[config.mk]
export PLATFORM = sky130hd
export DESIGN_NAME = alc_aspm_ctrl
export DESIGN_NICKNAME = d
export VERILOG_FILES = /design/src/inc/alc_pkg.sv /design/src/design/alc_aspm_ctrl.sv /design/src/design/alc_qual_timer.sv
export VERILOG_INCLUDE_DIRS = /design/src /design/src/inc
export SDC_FILE = /design/constraint.sdc
export NUM_CORES = 1
export LEC_CHECK = 0
export ABC_CLOCK_PERIOD_IN_PS = 3000
export BUFFER_PORTS_ARGS = -buffer_cell sky130_fd_sc_hd__buf_2
export CAP_MARGIN = 20
export CORE_AREA = 2 2 148 150
export CTS_CLUSTER_DIAMETER = 200
export DETAILED_ROUTE_END_ITERATION = 10
export DIE_AREA = 0 0 150 152
export GPL_TIMING_DRIVEN = 0
export PLACE_DENSITY = 0.69
export SKIP_CTS_REPAIR_TIMING = 1
export SYNTH_ARGS = -nofsm -noshare
export SYNTH_HDL_FRONTEND = slang
export SYNTH_SLANG_ARGS = --single-unit
export TNS_END_PERCENT = 50
[constraint.sdc]
create_clock -name clk -period 3 [get_ports clk]
set_clock_uncertainty 0.2 [all_clocks]
set_input_delay 0.3 -clock clk [delete_from_list [all_inputs] [get_ports clk]]
set_output_delay 0.3 -clock clk [all_outputs]
set_load 0.05 [all_outputs]
[src/inc/alc_cfg.svh]
`ifndef ALC_CFG_SVH
`define ALC_CFG_SVH

// aspm control field of the link control register, bit positions
`define ALC_ASPM_L0S_BIT   0
`define ALC_ASPM_L1_BIT    1
// clock period and qualification times
`define ALC_CLK_PERIOD_PS  5000
`define ALC_L0S_QUAL_NS    7000
`define ALC_L1_QUAL_NS     1000000
`define ALC_L1_EXIT_MAX_NS 1000
// least time rounds up, longest time rounds down
`define ALC_L0S_QUAL_CYC   ((`ALC_L0S_QUAL_NS * 1000 + `ALC_CLK_PERIOD_PS - 1) / `ALC_CLK_PERIOD_PS)
`define ALC_L1_QUAL_CYC    ((`ALC_L1_QUAL_NS * 1000 + `ALC_CLK_PERIOD_PS - 1) / `ALC_CLK_PERIOD_PS)
`define ALC_L1_EXIT_CYC    ((`ALC_L1_EXIT_MAX_NS * 1000) / `ALC_CLK_PERIOD_PS)

`endif

[src/inc/alc_pkg.sv]
package alc_pkg;
    // transmit side link state of one port
    typedef enum logic [2:0] {
        ALC_TX_L0,
        ALC_TX_L0S,
        ALC_TX_L1_REQ,
        ALC_TX_L1,
        ALC_TX_L1_ACK,
        ALC_TX_NAK
    } alc_tx_e;
endpackage : alc_pkg
[src/design/alc_aspm_ctrl.sv]
// What this block does
// - hardware does every aspm transition once enabled
// - transmit and receive l0s handled separately
// - receive l0s follows partner while link up and not in l1
// - tx l0s after conditions hold 7us
// - upstream needs all active downstream rx l0s
// - upstream idle: no tlp or credit, no dllp
// - downstream needs upstream rx l0s and idle
// - upstream leaves l0s on traffic or downstream exit
// - downstream leaves l0s on traffic or upstream exit
// - only upstream starts l1; downstream answers
// - downstream accepts l1 if enabled and idle
// - upstream requests l1 after 1 ms from l0/l0s
// - ack enters l1, decline falls back to l0
// - upstream l1 needs downstreams l1, empty, idle
// - upstream l1 needs credits for largest packets
// - upstream exits l1 on tlp or downstream exit
// - downstream exits l1 on tlp or upstream exit
// - accept sends ack continuously until idle set or a tlp is pending
// - reject sends exactly one nak packet
`timescale 1ns/1ps
`default_nettype none
`include "alc_cfg.svh"

module alc_aspm_ctrl #(
    parameter int NPORT     = 4,
    parameter int L0S_CYC   = `ALC_L0S_QUAL_CYC,
    parameter int L1_CYC    = `ALC_L1_QUAL_CYC,
    parameter int EXIT_CYC  = `ALC_L1_EXIT_CYC,
    parameter int CNT_W     = 18
) (
    input  wire logic             clk,
    input  wire logic             arst_n,
    // per port: 1 = upstream port of the partition
    input  wire logic [NPORT-1:0] is_upstream,
    // aspm control field bits of each port's link_control_register
    input  wire logic [NPORT-1:0] aspm_l0s_en,
    input  wire logic [NPORT-1:0] aspm_l1_en,
    input  wire logic [NPORT-1:0] port_active,
    input  wire logic [NPORT-1:0] link_up,
    input  wire logic [NPORT-1:0] rx_elec_idle,
    input  wire logic [NPORT-1:0] rx_eios,
    input  wire logic [NPORT-1:0] tlp_pending,
    input  wire logic [NPORT-1:0] tlp_credit_ok,
    input  wire logic [NPORT-1:0] dllp_pending,
    input  wire logic [NPORT-1:0] acknak_pending,
    input  wire logic [NPORT-1:0] replay_empty,
    input  wire logic [NPORT-1:0] rx_idle,
    input  wire logic [NPORT-1:0] max_credit_ok,
    input  wire logic [NPORT-1:0] rx_l1_req,
    input  wire logic [NPORT-1:0] rx_pm_ack,
    input  wire logic [NPORT-1:0] rx_l1_decline,
    input  wire logic [NPORT-1:0] nak_sent,
    output var  logic [NPORT-1:0] tx_l0s,
    output var  logic [NPORT-1:0] rx_l0s,
    output var  logic [NPORT-1:0] link_l1,
    output var  logic [NPORT-1:0] send_l1_req,
    output var  logic [NPORT-1:0] send_pm_ack,
    output var  logic [NPORT-1:0] send_nak,
    output var  logic [NPORT-1:0] l1_exit_start,
    output var  logic [NPORT-1:0] l0s_exit_start
);
    // ------------------------------------------------------------
    // helpers
    // ------------------------------------------------------------
    // partition members that count for the coordination terms
    function automatic logic all_set(input logic [NPORT-1:0] v,
                                     input logic [NPORT-1:0] m);
        all_set = &(v | ~m);
    endfunction : all_set

    alc_pkg::alc_tx_e st [NPORT];
    alc_pkg::alc_tx_e next_st [NPORT];

    wire [NPORT-1:0] dn_live = ~is_upstream & port_active & link_up;
    wire [NPORT-1:0] up_mask = is_upstream;
    wire [NPORT-1:0] in_l1;
    wire [NPORT-1:0] dn_all_rx_l0s = {NPORT{all_set(rx_l0s, dn_live)}};
    wire [NPORT-1:0] up_rx_l0s = {NPORT{all_set(rx_l0s, up_mask)}};
    wire [NPORT-1:0] dn_all_l1 = {NPORT{all_set(in_l1, dn_live)}};
    wire             any_dn_l0s_exit = |(l0s_exit_start & ~is_upstream);
    wire             any_up_l0s_exit = |(l0s_exit_start & is_upstream);
    wire             any_dn_l1_exit = |(l1_exit_start & ~is_upstream);
    wire             any_up_l1_exit = |(l1_exit_start & is_upstream);

    // tlp blocked when nothing queued or no credit for it
    wire [NPORT-1:0] tx_quiet = (~tlp_pending | ~tlp_credit_ok) & ~dllp_pending;
    // per-port select: a vector condition in a ternary would pick one side for every port
    wire [NPORT-1:0] l0s_cond = aspm_l0s_en & tx_quiet &
                                ((is_upstream & dn_all_rx_l0s) |
                                 (~is_upstream & up_rx_l0s));
    wire [NPORT-1:0] l1_cond  = is_upstream & aspm_l1_en & dn_all_l1 &
                                ~tlp_pending & ~dllp_pending & replay_empty &
                                rx_idle & max_credit_ok;
    wire [NPORT-1:0] dn_accept = aspm_l1_en & ~tlp_pending & ~acknak_pending;
    wire [NPORT-1:0] l0s_done;
    wire [NPORT-1:0] l1_done;

    // partner exit signals, delayed cycle counts kept far below the 1 us bound
    // a tlp without credit is not scheduled, so it must not pull the port out of l0s
    wire [NPORT-1:0] l0s_exit_req = (tlp_pending & tlp_credit_ok) | dllp_pending |
        (is_upstream & {NPORT{any_dn_l0s_exit}}) |
        (~is_upstream & {NPORT{any_up_l0s_exit}});
    wire [NPORT-1:0] l1_exit_req = tlp_pending |
        (is_upstream & {NPORT{any_dn_l1_exit}}) |
        (~is_upstream & {NPORT{any_up_l1_exit}});

    genvar gi;
    generate
        for (gi = 0; gi < NPORT; gi++) begin : g_port
            alc_qual_timer #(.CNT_W(CNT_W)) u_l0s (
                .clk    (clk),
                .arst_n (arst_n),
                .cond   (l0s_cond[gi] && st[gi] == alc_pkg::ALC_TX_L0),
                .count  (CNT_W'(L0S_CYC - 1)),
                .done   (l0s_done[gi])
            );
            alc_qual_timer #(.CNT_W(CNT_W)) u_l1 (
                .clk    (clk),
                .arst_n (arst_n),
                .cond   (l1_cond[gi] && (st[gi] == alc_pkg::ALC_TX_L0 ||
                                         st[gi] == alc_pkg::ALC_TX_L0S)),
                .count  (CNT_W'(L1_CYC - 1)),
                .done   (l1_done[gi])
            );
            assign in_l1[gi] = (st[gi] == alc_pkg::ALC_TX_L1);

            // ----------------------------------------------------
            // transmit state machine, hardware only
            // ----------------------------------------------------
            always_comb begin
                next_st[gi] = st[gi];
                unique case (st[gi])
                    alc_pkg::ALC_TX_L0: begin
                        if (is_upstream[gi] && l1_done[gi]) begin
                            next_st[gi] = alc_pkg::ALC_TX_L1_REQ;
                        end else if (!is_upstream[gi] && rx_l1_req[gi]) begin
                            next_st[gi] = dn_accept[gi] ? alc_pkg::ALC_TX_L1_ACK
                                                        : alc_pkg::ALC_TX_NAK;
                        end else if (l0s_done[gi] && l0s_cond[gi] && !l0s_exit_req[gi]) begin
                            next_st[gi] = alc_pkg::ALC_TX_L0S;
                        end
                    end
                    alc_pkg::ALC_TX_L0S: begin
                        if (l0s_exit_req[gi] || !l0s_cond[gi]) begin
                            next_st[gi] = alc_pkg::ALC_TX_L0;
                        end else if (is_upstream[gi] && l1_done[gi]) begin
                            next_st[gi] = alc_pkg::ALC_TX_L1_REQ;
                        end else if (!is_upstream[gi] && rx_l1_req[gi]) begin
                            next_st[gi] = alc_pkg::ALC_TX_L0;
                        end
                    end
                    alc_pkg::ALC_TX_L1_REQ: begin
                        if (rx_pm_ack[gi]) begin
                            next_st[gi] = alc_pkg::ALC_TX_L1;
                        end else if (rx_l1_decline[gi]) begin
                            next_st[gi] = alc_pkg::ALC_TX_L0;
                        end else if (l1_exit_req[gi]) begin
                            next_st[gi] = alc_pkg::ALC_TX_L0;
                        end
                    end
                    alc_pkg::ALC_TX_L1_ACK: begin
                        if (rx_eios[gi]) begin
                            next_st[gi] = alc_pkg::ALC_TX_L1;
                        end else if (tlp_pending[gi]) begin
                            next_st[gi] = alc_pkg::ALC_TX_L0;
                        end
                    end
                    alc_pkg::ALC_TX_NAK: begin
                        if (nak_sent[gi]) begin
                            next_st[gi] = alc_pkg::ALC_TX_L0;
                        end
                    end
                    alc_pkg::ALC_TX_L1: begin
                        if (l1_exit_req[gi]) begin
                            next_st[gi] = alc_pkg::ALC_TX_L0;
                        end
                    end
                endcase
                // link down forces l0 here too, so the registered outputs agree with st
                if (!link_up[gi]) begin
                    next_st[gi] = alc_pkg::ALC_TX_L0;
                end
            end

            always_ff @(posedge clk or negedge arst_n) begin
                if (!arst_n) begin
                    st[gi] <= alc_pkg::ALC_TX_L0;
                end else if (!link_up[gi]) begin
                    st[gi] <= alc_pkg::ALC_TX_L0;
                end else begin
                    st[gi] <= next_st[gi];
                end
            end

            // ----------------------------------------------------
            // registered outputs
            // ----------------------------------------------------
            always_ff @(posedge clk or negedge arst_n) begin
                if (!arst_n) begin
                    tx_l0s[gi]         <= 1'b0;
                    rx_l0s[gi]         <= 1'b0;
                    link_l1[gi]        <= 1'b0;
                    send_l1_req[gi]    <= 1'b0;
                    send_pm_ack[gi]    <= 1'b0;
                    send_nak[gi]       <= 1'b0;
                    l1_exit_start[gi]  <= 1'b0;
                    l0s_exit_start[gi] <= 1'b0;
                end else begin
                    tx_l0s[gi]  <= (next_st[gi] == alc_pkg::ALC_TX_L0S);
                    // receive side tracks the partner regardless of enables
                    rx_l0s[gi]  <= rx_elec_idle[gi] & link_up[gi] &
                                   (next_st[gi] != alc_pkg::ALC_TX_L1);
                    link_l1[gi] <= (next_st[gi] == alc_pkg::ALC_TX_L1);
                    send_l1_req[gi] <= (next_st[gi] == alc_pkg::ALC_TX_L1_REQ);
                    send_pm_ack[gi] <= (next_st[gi] == alc_pkg::ALC_TX_L1_ACK);
                    // single pulse on entry to the reject state
                    send_nak[gi] <= (next_st[gi] == alc_pkg::ALC_TX_NAK) &&
                                    (st[gi] != alc_pkg::ALC_TX_NAK);
                    l1_exit_start[gi] <= (st[gi] == alc_pkg::ALC_TX_L1) &&
                                         (next_st[gi] == alc_pkg::ALC_TX_L0);
                    l0s_exit_start[gi] <= (st[gi] == alc_pkg::ALC_TX_L0S) &&
                                          (next_st[gi] == alc_pkg::ALC_TX_L0);
                end
            end
        end
    endgenerate

    // exit propagation takes two cycles, well inside EXIT_CYC
    logic unused_exit_cyc;
    assign unused_exit_cyc = (EXIT_CYC < 2);
endmodule : alc_aspm_ctrl

`default_nettype wire

[src/design/alc_qual_timer.sv]
`timescale 1ns/1ps
`default_nettype none

// ----------------------------------------------------------------
// qualification counter: done after cond held for count + 1 cycles
// ----------------------------------------------------------------
module alc_qual_timer #(
    parameter int CNT_W = 18
) (
    input  wire logic             clk,
    input  wire logic             arst_n,
    input  wire logic             cond,
    input  wire logic [CNT_W-1:0] count,
    output var  logic             done
);
    logic [CNT_W-1:0] cnt;
    wire              at_end = (cnt == count);

    always_ff @(posedge clk or negedge arst_n) begin
        if (!arst_n) begin
            cnt  <= '0;
            done <= 1'b0;
        end else if (!cond) begin
            cnt  <= '0;     // any lapse restarts the interval
            done <= 1'b0;
        end else begin
            if (!at_end) begin
                cnt <= cnt + CNT_W'(1);
            end
            done <= at_end;
        end
    end
endmodule : alc_qual_timer

`default_nettype wire

After elaboration in Yosys (flattened, before gate mapping)
Cells that the tools add are included.
- add/subtract/negate cells: 8
- equality and inequality tests: 64
- mux-type cells: 88
- bitwise gates (word level): 49
- reductions and logical operators: 71
- operators with widths (kind ; count):
    $mux 18 ; 16
    $mux 3 ; 56
    $add 18x1->18 const B ; 8
    $and 4x4->4 ; 25
    $eq 18x11->1 const B ; 4
    $eq 18x18->1 const B ; 4
    $pmux 3 s6 ; 4
    $eq 3x2->1 const B ; 16
    $eq 3x3->1 const B ; 16
    $or 4x4->4 ; 10
    $logic_and 1x1->1 ; 36
    $eq 3x1->1 const B ; 8
    $logic_not 3->1 ; 8
    $not 4->4 ; 6
    $ne 2x2->1 const B ; 8
    $reduce_or 4->1 ; 4
    $logic_not 1->1 ; 12
    $mux 1 ; 12
    $ne 3x2->1 const B ; 4
    $ne 3x3->1 const B ; 4
    $reduce_and 4->1 ; 3
    $and 1x1->1 ; 8
    $logic_or 1x1->1 ; 8
- register bits after elaboration: 196
- input port bits: 74
- output and inout port bits: 32
- word-level logic and storage cells: 332

Depth between registers and ports, before layout
- depth in word-level cells: 18
- mapped depth: 10

Modules after synthesis
From an unflattened synthesis, not the netlist that was laid out.
- cells, all modules: 1616
- area total of the unflattened synthesis: 14326.2 um^2
- by module, submodules not included (module ; instances ; cells each ; area an instance (um^2)):
    alc_qual_timer (g_port[0].u_l0s ...) ; 4 ; 154 ; 1370.1
    alc_qual_timer (g_port[2].u_l0s ...) ; 3 ; 152 ; 1421.4
    alc_aspm_ctrl ; 1 ; 394 ; 3181.8
    alc_qual_timer (g_port[3].u_l1) ; 1 ; 150 ; 1400.1

Worst setup path before layout
OpenSTA, ideal clock, no wires.
- path type: register to register
- start point: register rx_l0s[0]
- end point: register l0s_exit_start[1]
- data arrival time: 2493 ps
- data required time: 2728 ps
- setup slack: 235 ps
- cell stages (with the launch flop): 8
- buffers on the path: 0
- cell sequence: dfrtp_1 -> and4bb_4 -> or4_4 -> a221oi_4 -> a21oi_2 -> o21ai_2 -> or3b_1 -> nor2_1
- cells in the longest elaborated chain, start to end: 14
- elaborated cells between the ends (all ways): 20
- classes of those cells: mux: 6; bitwise: 6; reduce/logical: 8
- RTL lines (what ; line ; source):
    start: declaration ; alc_aspm_ctrl.sv:55 ; output var logic [NPORT-1:0] rx_l0s,
    start signal: indexed assignment ; alc_aspm_ctrl.sv:212 ; rx_l0s[gi] <= rx_elec_idle[gi] & link_up[gi] &
    $or 4x4->4 ; alc_aspm_ctrl.sv:69 ; all_set = &(v | ~m);
    $reduce_and 4->1 ; alc_aspm_ctrl.sv:69 ;
    $and 4x4->4, on equally long branches ; alc_aspm_ctrl.sv:90, alc_aspm_ctrl.sv:91 ;
    $or 4x4->4 (*) ; alc_aspm_ctrl.sv:90 ; ((is_upstream & dn_all_rx_l0s) |
    $and 4x4->4 (*) ; alc_aspm_ctrl.sv:89 ; wire [NPORT-1:0] l0s_cond = aspm_l0s_en & tx_quiet &
    $logic_and 1x1->1 (2 in a row) ; alc_aspm_ctrl.sv:140 ; end else if (l0s_done[gi] && l0s_cond[gi] && !l0s_exit_req[gi]) begin
    $mux 3 ; alc_aspm_ctrl.sv:140 ;
    $mux 3 ; alc_aspm_ctrl.sv:137 ; end else if (!is_upstream[gi] && rx_l1_req[gi]) begin
    $mux 3 ; alc_aspm_ctrl.sv:135 ; if (is_upstream[gi] && l1_done[gi]) begin
    $pmux 3 s6 (*) ; alc_aspm_ctrl.sv:133 ; unique case (st[gi])
    $mux 3 (*) ; alc_aspm_ctrl.sv:181 ; if (!link_up[gi]) begin
    $logic_not 3->1 (*) ; alc_aspm_ctrl.sv:223 ; (next_st[gi] == alc_pkg::ALC_TX_L0);
    $logic_and 1x1->1 (*) ; alc_aspm_ctrl.sv:222 ; l0s_exit_start[gi] <= (st[gi] == alc_pkg::ALC_TX_L0S) &&
    end signal: indexed assignment ; alc_aspm_ctrl.sv:222 ;
    end: declaration ; alc_aspm_ctrl.sv:61 ; output var logic [NPORT-1:0] l0s_exit_start
Mark *: on every way between the ends. The rest lies on a longest branch, timed or not.
A chain may end at the register's enable or synchronous reset.

Worst setup path in the final report
- start point: input link_up[2]
- end point: register send_nak[1]
- cells in the longest elaborated chain, start to end: 16
- elaborated cells between the ends (all ways): 19
- classes of those cells: eq/ne: 1; mux: 6; bitwise: 6; reduce/logical: 6
- RTL lines (what ; line ; source):
    start: declaration ; alc_aspm_ctrl.sv:40 ; input wire logic [NPORT-1:0] link_up,
    $and 4x4->4 (*) ; alc_aspm_ctrl.sv:75 ; wire [NPORT-1:0] dn_live = ~is_upstream & port_active & link_up;
    $not 4->4 (*) ; alc_aspm_ctrl.sv:69 ;
    $or 4x4->4 (*) ; alc_aspm_ctrl.sv:69 ;
    $reduce_and 4->1 (*) ; alc_aspm_ctrl.sv:69 ;
    $and 4x4->4 (*) ; alc_aspm_ctrl.sv:90 ;
    $or 4x4->4 (*) ; alc_aspm_ctrl.sv:90 ;
    $and 4x4->4 (*) ; alc_aspm_ctrl.sv:89 ;
    $logic_and 1x1->1 (2 in a row) ; alc_aspm_ctrl.sv:140 ;
    $mux 3 ; alc_aspm_ctrl.sv:140 ;
    $mux 3 ; alc_aspm_ctrl.sv:137 ;
    $mux 3 ; alc_aspm_ctrl.sv:135 ;
    $pmux 3 s6 (*) ; alc_aspm_ctrl.sv:133 ;
    $mux 3 (*) ; alc_aspm_ctrl.sv:181 ;
    $eq 3x3->1 (*) ; alc_aspm_ctrl.sv:218 ; send_nak[gi] <= (next_st[gi] == alc_pkg::ALC_TX_NAK) &&
    $logic_and 1x1->1 (*) ; alc_aspm_ctrl.sv:218 ;
    end signal: indexed assignment ; alc_aspm_ctrl.sv:218 ;
    end: declaration ; alc_aspm_ctrl.sv:59 ; output var logic [NPORT-1:0] send_nak,
Marks and branches as above.

==> summary.txt <==
final antenna-violating net count: 0
number of synthesized flops with an enable pin: 0
Ys Warns: 0
Final Max Slew Viols: 0
vias per cell: 5.54
Syn Area/Cell: 9.03 sq um
status: finished, final reports clean
routed wire length: 24.7 mm
RSZ-0062 raised after global routing: true
static leakage: 5.23 nW
clk slew on worst S/H paths: 0.07 ns
Die H: 152 um
MaxCap Viol Count: 0
Max Fclk: 355 MHz
drt wl/cell: 15.5 um
Most used DFF post-synth: dfrtp_1
final core occ: 56.8%
H-tree levels: 4
CTS tree: yes
Worst Hold Depth: 3
Slew HR: 46.7%
CORE AREA: 0.0214 sq mm
worst r2r path cells: 7
Min-Delay Path Class: input pin to flop
first-pass GRT wire length: 41.0 mm
nets@finish: 1381
Final setup viols: 0
Setup CP Type: input pin to flop
Starting Density: 49.2%
most frequent cells in the layout: 211 x nor2_1, 196 x dfrtp_1, 113 x buf_2
Synthesized Nets: 1247
vias post-DR: 8801
r2r setup slk: 0.18 ns
Top-Level Pins: 106
vias in the first global route: 8489
placed cell areas: 0.0114 sq mm
grt ovf: 0
pin count of the biggest net entering global routing: 102
IO buf count: 104
number of buffers created by CTS: 17
Hold Vio Cnt, Final: 0
1st-pass router iterations: 5
Worst EP required: 3.13 ns
Unique masters post-synth: 76
# DRC: 0
CP endpoint kind: flop
ANT cells: 0
Period minus WS final: 2.82 ns
Startpoint Class: input pin
full die area: 0.0228 sq mm
slowest stage cell, crit path: dlygate4sd3_1
kind of cell adding the most delay to the critical path: compound AO/OA/AOI/OAI gates
Std-Cell Rows: 54
Syn-to-layout area delta: 15.3%
Largest stage delay, worst path: 0.53 ns
peak supply drop: 0.301 mV
DRC violation total after the first TritonRoute iteration: 550
Design Area, Final: 0.0121 sq mm
Worst EP arrival: 2.95 ns
initial antenna violation count: 0
Final GP Congestion: 0.910
GRT Total Usage: 22.1%
clk_lat worst skew: 0.44 ns
sequential fraction of the synthesis area: 46.7%
Power Density: 607 mW/mm^2
Design Power: 7.35 mW
worst path cell trace: dlygate4sd3_1 -> buf_2 -> nor4bb_2 -> or4_4 -> a221oi_4 -> o21ai_1 -> a21oi_2 -> inv_2 -> a311oi_2
setup ws final: 0.184 ns
flops & latches, synth: 196
commonest non-fill, non-tap cell in the layout: nor2_1
Synth async-reset ratio: 100%
die width: 150 um
Mapped Area: 0.0105 sq mm
Final HPWL DP: 17.9 mm
pre-CTS setup slack: -0.329 ns
worst path bufs/invs: 3
Clock Path Buffers: 2
WP depth: 9
share of cells above drive strength 1: 13.2%
cells after synthesis: 1164
CTS Root Cell: clkbuf_16
Slew @ Worst Pin: 0.792 ns
crit-path max FO: 9
TritonCTS Sinks: 196
Final period util: 93.9%
where the power goes:
group / switching, mW / internal [mW]
combinational: 1.50 / 0.696
clock: 1.08 / 1.11
sequential: 0.149 / 2.81
total: 2.73 / 4.62
final cells by class:
| type | count | area [sq um] |
|---|---|---|
| fill | 1946 | 9230 |
| multi-input combinational | 899 | 5370 |
| sequential | 196 | 4900 |
| timing repair buffer | 116 | 663 |
| clock buffer | 18 | 439 |
| tap | 280 | 350 |
| buffer | 37 | 164 |
| inverter | 31 | 116 |
| clock inverter | 13 | 114 |
registers in the layout (all words and copies together), names as in the netlist:
register / count
l1_exit_start: 4
send_pm_ack: 4
g_port.u_l1.cnt: 72
st: 12
g_port.u_l0s.done: 4
rx_l0s: 4
g_port.u_l1.done: 4
tx_l0s: 4
l0s_exit_start: 4
send_l1_req: 4
send_nak: 4
link_l1: 4
g_port.u_l0s.cnt: 72
layer usage:
layer  vias to the layer above  track usage [%]  routed length [um]  share of wire (%)
li1                       4328                -                   -                  -
met1                      4201             30.5               11300                 46
met2                       244             35.4               11600                 47
met3                        28             4.56                1290                5.2
met4                         0             6.06                 469                1.9
met5                         -                0                   0                  0
logic make-up (layout without fill, tap and decap cells):
kind of cell	after synthesis	in the layout	share of synthesized area, %
AOI/OAI and AO/OA	147	147	9.37
adders and majority gates	9	9	1.07
muxes	8	8	0.762
buffers and inverters	69	215	2.69
DFF	196	196	46.7
xor gates and xnor gates	117	117	9.75
and+or+nand+nor	618	618	29.7
tightest hold or removal path, delay by kind of cell:
| family | cells | cell delay, ns |
|---|---|---|
| compound gates | 2 | 0.16 |
| buf+inv | 1 | 0.15 |
cells in the mapped netlist, types with 29 or more instances:
cell      number  share of area [%]
xnor2_1       42                3.5
nand2_1      100                3.6
o21ai_0       39                1.9
nand4_1       42                2.5
inv_1         29                1.0
nand2b_1      30                1.8
dfrtp_1      196                 47
xor2_1        75                6.3
nand3_1       62                3.0
nor2_1       211                7.5
a21oi_1       37                1.8
and3_1        43                2.6
per-stage QoR:
stage	setup TNS (ns)	cells	hold slack [ns]
after floorplan	0	1164	-0.196
after global placement	-375.21	1548	0.321
after detailed placement	-12.43	1549	0.204
after CTS	-1.27	1580	-0.269
after global routing	-0.0144	1590	0.0188
final	0	1590	0.0163
worst paths after layout:
kind | start | end
worst max-delay path | link_up[2] | send_nak[1]$_DFF_PN0_
worst min-delay path | link_up[1] | st[6]$_DFF_PN0_
worst max register to register | rx_l0s[0]$_DFF_PN0_ | send_nak[1]$_DFF_PN0_
worst min register to register | g_port[2].u_l1.cnt[17]$_DFFE_PN0N_ | g_port[2].u_l1.cnt[17]$_DFFE_PN0N_
max in group asynchronous | arst_n | g_port[1].u_l1.cnt[17]$_DFFE_PN0N_
min in group asynchronous | arst_n | g_port[2].u_l0s.cnt[9]$_DFFE_PN0N_
Note: power is estimated with default switching activity, not from simulation.
